<file path="config.mk">
export PLATFORM = sky130hd
export DESIGN_NAME = djc_counter
export DESIGN_NICKNAME = d
export VERILOG_FILES = /design/src/verilog/djc_pkg.sv /design/src/verilog/djc_sync_2ff.sv /design/src/verilog/djc_counter.sv
export SDC_FILE = /design/constraint.sdc
export NUM_CORES = 1
export LEC_CHECK = 0
export ABC_CLOCK_PERIOD_IN_PS = 4700
export BUFFER_PORTS_ARGS = -buffer_cell sky130_fd_sc_hd__buf_2
export CAP_MARGIN = 10
export CELL_PAD_IN_SITES_DETAIL_PLACEMENT = 1
export CELL_PAD_IN_SITES_GLOBAL_PLACEMENT = 2
export CORE_MARGIN = 5
export CORE_UTILIZATION = 31
export CTS_CLUSTER_SIZE = 10
export DETAILED_ROUTE_END_ITERATION = 6
export PLACE_DENSITY_LB_ADDON = 0.1
export SLEW_MARGIN = 10
export SYNTH_ARGS = -nofsm -noshare
export SYNTH_HDL_FRONTEND = slang
export SYNTH_HIERARCHICAL = 1
export SYNTH_SLANG_ARGS = --single-unit
</file>
<file path="constraint.sdc">
create_clock -name clock -period 4.7 [get_ports clock]
set_input_delay 0.235 -clock clock [delete_from_list [all_inputs] [get_ports clock]]
set_output_delay 0.235 -clock clock [all_outputs]
set_load 0.05 [all_outputs]
</file>
<file path="src/verilog/djc_pkg.sv">
// decade johnson counter: shared constants
// assumes a single 250 MHz system clock and pin-level counting inputs
package djc_pkg;

    localparam int unsigned DJC_STAGES      = 5;   // johnson ring length
    localparam int unsigned DJC_MODULUS     = 10;  // count states per cycle
    localparam int unsigned DJC_SYNC_DEPTH  = 2;   // flops per pin synchroniser
    localparam int unsigned DJC_PIN_COUNT   = 3;   // count clock, enable, counter reset
    localparam int unsigned DJC_WARM_CYCLES = 3;   // cycles before edges are trusted

    // pin positions inside the synchronised bus
    localparam int unsigned DJC_PIN_CLK     = 0;
    localparam int unsigned DJC_PIN_EN_N    = 1;
    localparam int unsigned DJC_PIN_RST     = 2;

    typedef logic [DJC_STAGES-1:0] djc_ring_t;

    // ring contents for counts zero to nine
    localparam djc_ring_t DJC_RING_RESET = 5'h00;
    localparam djc_ring_t DJC_RING_CODE [DJC_MODULUS] = '{
        5'h00, 5'h01, 5'h03, 5'h07, 5'h0F,
        5'h1F, 5'h1E, 5'h1C, 5'h18, 5'h10
    };

    // reset value of the pin synchroniser flops
    localparam logic [DJC_PIN_COUNT-1:0] DJC_SYNC_RESET = 3'h0;
    localparam logic [1:0]               DJC_WARM_RESET = 2'h0;

endpackage

</file>
<file path="src/verilog/djc_sync_2ff.sv">
// two-flop synchroniser for a bus of independent pin levels
// assumes each bit is a slow level; no bus coherence is implied
`timescale 1ns/1ps
`default_nettype none
module djc_sync_2ff
    import djc_pkg::*;
#(
    parameter int unsigned WIDTH = DJC_PIN_COUNT
) (
    input  wire logic             clock,
    input  wire logic             reset_n,
    input  wire logic [WIDTH-1:0] async_in,
    output logic      [WIDTH-1:0] sync_out
);

    logic [WIDTH-1:0] meta_q;

    // first stage feeds only the second stage
    always_ff @(posedge clock) begin
        if (!reset_n) begin
            meta_q   <= WIDTH'(DJC_SYNC_RESET);
            sync_out <= WIDTH'(DJC_SYNC_RESET);
        end else begin
            meta_q   <= async_in;
            sync_out <= meta_q;
        end
    end

endmodule
`default_nettype wire

</file>
<file path="src/verilog/djc_counter.sv">
// decade johnson counter: five-stage ring, ten decoded outputs, carry
// assumes pins arrive asynchronously and are sampled by the 250 MHz clock
`timescale 1ns/1ps
`default_nettype none

////////////////////////////////////////////////////////////////////////////////
// Operation
// - The count lives in a five-stage twisted ring and all outputs are decoded from it combinationally.
// - With enable low and counter reset low, a rising count clock edge steps the counter once.
// - With enable high, count clock edges are ignored and the state holds.
// - With count clock held high and reset low, a falling enable edge steps the counter once.
// - Counter reset high forces count zero, carry high and all other outputs low while it stays high.
// - Exactly one decoded output is high at a time, each for one count period per cycle.
// - Carry is high for counts zero to four and low for counts five to nine.
// - Carry falls on reaching count five and rises on wrapping to zero or on reset.
// - Carry is a symmetric divide-by-ten square wave, five counts high and five low.
// - A following stage clocks from this carry, advancing once per ten counts on its rising edge.
// - Decoded outputs run in order within a stage and across stages with no gap.
module djc_counter
    import djc_pkg::*;
(
    input  wire logic                   clock,
    input  wire logic                   reset_n,
    input  wire logic                   count_clock_pin,
    input  wire logic                   count_enable_n,
    input  wire logic                   counter_reset,
    output logic      [DJC_MODULUS-1:0] decoded_count_outputs,
    output logic                        ripple_carry_output
);

    ////////////////////////////////////////////////////////////////////////////
    // pin synchronisation

    logic [DJC_PIN_COUNT-1:0] pins_async;
    logic [DJC_PIN_COUNT-1:0] pins_sync;
    logic [DJC_PIN_COUNT-1:0] pins_prev_q;
    logic [1:0]               warm_q;
    logic                     warm_done;

    assign pins_async = {counter_reset, count_enable_n, count_clock_pin};

    djc_sync_2ff #(
        .WIDTH    (DJC_PIN_COUNT)
    ) u_sync (
        .clock    (clock),
        .reset_n  (reset_n),
        .async_in (pins_async),
        .sync_out (pins_sync)
    );

    // previous synchronised levels for edge detection
    always_ff @(posedge clock) begin
        if (!reset_n) begin
            pins_prev_q <= DJC_SYNC_RESET;
        end else begin
            pins_prev_q <= pins_sync;
        end
    end

    // hold off edge detection until the pipeline holds real pin levels
    always_ff @(posedge clock) begin
        if (!reset_n) begin
            warm_q <= DJC_WARM_RESET;
        end else if (!warm_done) begin
            warm_q <= warm_q + 2'h1;
        end
    end

    assign warm_done = (warm_q == 2'(DJC_WARM_CYCLES));

    ////////////////////////////////////////////////////////////////////////////
    // edge qualification

    logic clk_level;
    logic en_n_level;
    logic rst_level;
    logic clk_rise;
    logic en_fall;
    logic advance;

    assign clk_level  = pins_sync[DJC_PIN_CLK];
    assign en_n_level = pins_sync[DJC_PIN_EN_N];
    assign rst_level  = pins_sync[DJC_PIN_RST];

    // only these two edges count; all others and static levels do not
    assign clk_rise = warm_done && clk_level && !pins_prev_q[DJC_PIN_CLK];
    assign en_fall  = warm_done && !en_n_level && pins_prev_q[DJC_PIN_EN_N];

    // rising clock with enable low, or falling enable with clock high
    assign advance = (clk_rise && !en_n_level)
                   || (en_fall && clk_level);

    ////////////////////////////////////////////////////////////////////////////
    // johnson ring

    djc_ring_t ring_q;
    djc_ring_t ring_step;
    logic      ring_legal;

    // shift in the inverted top stage; an illegal pattern falls back to zero
    always_comb begin
        ring_legal = 1'b0;
        for (int k = 0; k < DJC_MODULUS; k++) begin
            if (ring_q == DJC_RING_CODE[k]) begin
                ring_legal = 1'b1;
            end
        end
        if (ring_legal) begin
            ring_step = {ring_q[DJC_STAGES-2:0], ~ring_q[DJC_STAGES-1]};
        end else begin
            ring_step = DJC_RING_RESET;
        end
    end

    // counter reset holds count zero and wins over any edge
    always_ff @(posedge clock) begin
        if (!reset_n) begin
            ring_q <= DJC_RING_RESET;
        end else if (rst_level) begin
            ring_q <= DJC_RING_RESET;
        end else if (advance) begin
            ring_q <= ring_step;
        end
    end

    ////////////////////////////////////////////////////////////////////////////
    // decode

    // one-hot compare against the ten legal patterns
    always_comb begin
        for (int k = 0; k < DJC_MODULUS; k++) begin
            decoded_count_outputs[k] = (ring_q == DJC_RING_CODE[k]);
        end
    end

    // top stage is low for counts zero to four, high for five to nine
    assign ripple_carry_output = ~ring_q[DJC_STAGES-1];

endmodule
`default_nettype wire

</file>
======== Word level (Yosys, flattened, before mapping) ========
Cells that the tools add are included.
word-level totals
  register bits ........................... 15
  input bits .............................. 5
  word-level logic and storage cells ...... 40
  output and inout bits ................... 11
cells by class
  bitwise logic cells ..................... 2
  mux-type cells .......................... 11
  add/sub/neg operators ................... 1
  reductions and logical operators ........ 11
  equal/unequal tests ..................... 10
operators with widths
  kind                   count
  $eq A5 B5 Y1 const B   5
  $mux W1                10
  $logic_and A1 B1 Y1    6
  $eq A5 B1 Y1 const B   1
  $eq A5 B2 Y1 const B   1
  $eq A5 B3 Y1 const B   1
  $eq A5 B4 Y1 const B   1
  $logic_not A5 Y1       1
  $mux W5                1
  $add A2 B1 Y2 const B  1
  $eq A2 B2 Y1 const B   1
  $logic_not A1 Y1       2
  $not A1 Y1             2
  $reduce_or A2 Y1       1
  $logic_or A1 B1 Y1     1

======== Logic depth before layout (Yosys ltp) ========
  word-level depth ........................ 12
  gate-level depth with buffers ........... 6
  depth with buffers taken out ............ 5

======== Cells and area by module ========
The synthesis kept the hierarchy.
modules (own cells, without submodules)
  module        cells an instance  seq. area each (um2)  area each (um2)  times used
  djc_counter   70                 180.2                 526.8            1
  djc_sync_2ff  12                 120.1                 157.7            1

======== Worst setup path before layout ========
Ideal clock, no wire load.
  path type ............................... register to output
  start point ............................. register ring_q[4]
  end point ............................... output port decoded_count_outputs[0]
  buffers on the path ..................... 0
  data required time ...................... 4.465 ns
  cell stages (with the launch flop) ...... 4
  slack ................................... 2.406 ns
  arrival time ............................ 2.059 ns
  path through ............................ dfxtp_1 > inv_1 > nand3_1 > nor3_1
on the way
  cells in the longest elaborated chain, start to end .. 1
ends and longest elaborated chain
  item                      line                text
  start: declaration        djc_counter.sv:96   djc_ring_t ring_q;
  start signal: assignment  djc_counter.sv:122  ring_q <= ring_step;
  $logic_not A5 Y1          djc_counter.sv:132  decoded_count_outputs[k] = (ring_q == DJC_RING_CODE[k]);
  end: declaration          djc_counter.sv:27   output logic [DJC_MODULUS-1:0] decoded_count_outputs,
No other way between the ends.

======== Worst setup path after layout ========
  start point ............................. register ring_q[3]
  end point ............................... output port decoded_count_outputs[1]
on the way
  cells in the longest elaborated chain, start to end .. 1
ends and longest elaborated chain
  item          line
  $eq A5 B1 Y1  djc_counter.sv:132
No other way between the ends.

==> metrics.md <==
| Metric | Value |
|---|---|
| I/O pin count | `16` |
| Nature of the critical path startpoint | `flip-flop` |
| DRC Markers | `0` |
| Status | `completed` |
| PD cells | `293 nW/µm²` |
| Met2 wire length | `730 µm` |
| Port Buffers | `15` |
| Layout Nets | `105` |
| Sequential share of power | `0.587` |
| Initial DRT Pass Iterations | `4` |
| Top_reg_cell synth | `dfxtp_1` |
| Critical Path RT | `4.47 ns` |
| EDFF count, synth | `0` |
| Final WL | `1550 µm` |
| CP max-delay cell | `dfxtp_1` |
| Wl on met1 | `699 µm` |
| Vias in the first global route | `596` |
| Ranking of synthesized cells by area | `dfxtp_1 (44%), and2_1 (8.2%), nor3_1 (5.1%)` |
| Max Fclk | `0.550 GHz` |
| Switching Share | `0.252` |
| Kind of critical path | `reg -> out` |
| LEAKAGE | `0.000323 µW` |
| RSZ-0062 raised after global routing | `no` |
| Post-synth top area share | `0.439` |
| Die H | `57.0 µm` |
| Initial antenna violation count | `0` |
| Family with the most delay on the worst path | `buffers and inverters` |
| Initial Util | `0.315` |
| Clock-pin slew on the worst setup and hold paths | `0.10 ns` |
| Clk sinks | `15` |
| Psw | `59.9 µW` |
| Arr. time, crit path | `1.58 ns` |
| Via count of the routed design | `629` |
| Min-Delay Path Class | `in -> reg` |
| First-pass GRT wire length | `2620 µm` |
| Min cycle time layout | `1.82 ns` |
| Die X-Extent | `57.0 µm` |
| # diodes | `0` |
| CP Capture Type | `output port` |
| Crit-path max FO | `10` |
| Post-synthesis compound-gate area fraction | `0.110` |
| Synth area leader | `dfxtp_1` |
| H-tree Lvls | `1` |
| Number of synthesized register bits | `15` |
| Combinational family with the most area after synthesis | `simple AND/OR/NAND/NOR gates` |
| Post-synthesis mux area share | `0.0146` |
| Net count after synthesis | `88` |
| Clock share of power | `0.309` |
| Dpl hpwl | `1170 µm` |
| Clk Tree Root Cell | `clkbuf_4` |
| Routed len/inst | `12.3 µm` |
| CP max stage delay | `0.41 ns` |
| Clk buf depth | `2` |
| Comb pwr share | `0.104` |
| Synth Area in Adders | `0.0183` |
| Final setup viols | `0` |
| Area share of and/or/nand/nor cells after synthesis | `0.366` |
| # rows | `17` |
| Hold Fails Final Rpt | `0` |
| GRT Total Usage | `0.100` |
| CP Cell Sequence | `inv_1 > nand3_1 > nor3_1 > buf_2` |
| CORE AREA | `2170 µm²` |
| Setup bufs post-CTS | `0` |
| Final Cycle Share | `0.387` |
| Clk Latency, worst-skew pair | `0.28 ns` |
| Max_cap viols | `0` |
| Max VDD drop | `170 µV` |
| PostCTS Resize Cnt | `0` |
| DR WL met3 | `109 µm` |
| Syn Inst Count | `82` |
| Largest net degree at the start of global routing | `16` |
| Netlist cell types | `27` |
| Asr flop ratio synth | `0` |
| Remaining antenna violation count | `0` |
| Syn_area_per_cell | `8.35 µm²` |
| Most common cell in the netlist | `dfxtp_1` |
| Slew margin rel. | `0.697` |
| Design area | `810 µm²` |
| CTS Buf Count | `3` |
| DR top layer | `met4` |
| DR vias/cell | `4.99` |
| Commonest cells post-synth | `dfxtp_1 (15), and2_1 (9), nand2_1 (8)` |
| Worst Max-Slew Pin Slew | `0.454 ns` |
| Sequential element share of the synthesized area | `0.439` |
| Hold-fix buffers at CTS | `0` |
| Final Total Pwr | `237 µW` |
| CTS tree | `done` |
| Post-synthesis xor/xnor area fraction | `0.0128` |
| Clock Skews | `0.00454 ns` |
| Iteration-0 DRC Markers | `3` |
| DP Area | `782 µm²` |
| GRT Residual Overflow | `0` |
| Die ar. | `3250 µm²` |
| Post-route setup TNS | `0 ns` |
| Slew Limit Fails | `0` |
| Internal Dissipation | `177 µW` |
| Layout cell share with drive strength beyond 1 | `0.214` |
| Ys Warns | `6` |
| Buf/Inv on CP | `2` |
| Area grow syn2layout | `18.3%` |
| GP Congestion | `0.809` |
| Synth Cell Area | `684 µm²` |
-- power groups by stage --
stage          Combinational, µW  Clock [µW]  Sequential [µW]
3_3_place_gp                24.4           0              142
5_1_grt                     28.0        82.2              141
2_1_floorplan               20.3           0              140
3_5_place_dp                25.3           0              142
6_report                    24.8        73.3              139
4_1_cts                     25.4        75.6              139
-- metal layers --
layer,GRT usage,vias up
met5,0,-
met4,0.0298,0
met3,0.0339,2
met2,0.173,13
met1,0.117,295
li1,-,319
-- layout by cell type, fill, tap and decap left out, types with 3 or more instances in the layout --
cell type / instances
clkbuf_4: 3
a21oi_1: 6
nand2b_1: 3
nor2_1: 3
buf_2: 15
and2_1: 9
dfxtp_1: 15
or3_1: 3
nand3_1: 4
nand2_1: 8
nor3_1: 7
inv_1: 3
-- cell families after synthesis --
family	Yosys count
buffers and inverters	7
AND/OR/NAND/NOR	45
adder cells (fa/ha/maj)	1
multiplexers	1
AO/OA/AOI/OAI	12
XOR/XNOR	1
flip-flops	15
-- cell type report --
type / count / area (µm²)
clock buffers: 3 / 22.5
inverters: 4 / 15.0
repair buffers: 15 / 75.1
multi-input cells: 60 / 357
well taps: 28 / 35.0
fillers: 286 / 1360
clock inverters: 1 / 5.00
flip-flops and latches: 15 / 300
-- path summary, 6_finish.rpt --
check / start / endpoint / slack, ns / depth (start not counted)
worst min-delay path: count_clock_pin / u_sync/meta_q[0]$_SDFF_PN0_ / 0.16 / 2
worst min register to register: u_sync/meta_q[1]$_SDFF_PN0_ / u_sync/sync_out[1]$_SDFF_PN0_ / 0.44 / 1
worst max register to register: warm_q[0]$_SDFFE_PN0P_ / ring_q[4]$_SDFFE_PP0P_ / 3.00 / 4
worst max-delay path: ring_q[3]$_SDFFE_PP0P_ / decoded_count_outputs[1] / 2.88 / 4
-- stage by stage --
| stage | util | setup slack (ns) | std cells | hold slack (ns) |
|---|---|---|---|---|
| 2_1_floorplan | - | 2.41 | 82 | 0.357 |
| 3_3_place_gp | 0.360 | 3.04 | 122 | 0.414 |
| 3_5_place_dp | 0.360 | 3.02 | 122 | 0.420 |
| 4_1_cts | 0.373 | 2.86 | 126 | 0.158 |
| 5_1_grt | 0.373 | 2.69 | 126 | 0.157 |
| 6_report | 0.373 | 2.88 | 126 | 0.160 |
-- registers in the layout, indices dropped and copies added (netlist names) --
register,cells
u_sync/meta_q,3
pins_prev_q,2
ring_q,5
u_sync/sync_out,3
warm_q,2
Note: power is estimated with default switching activity, not from simulation.
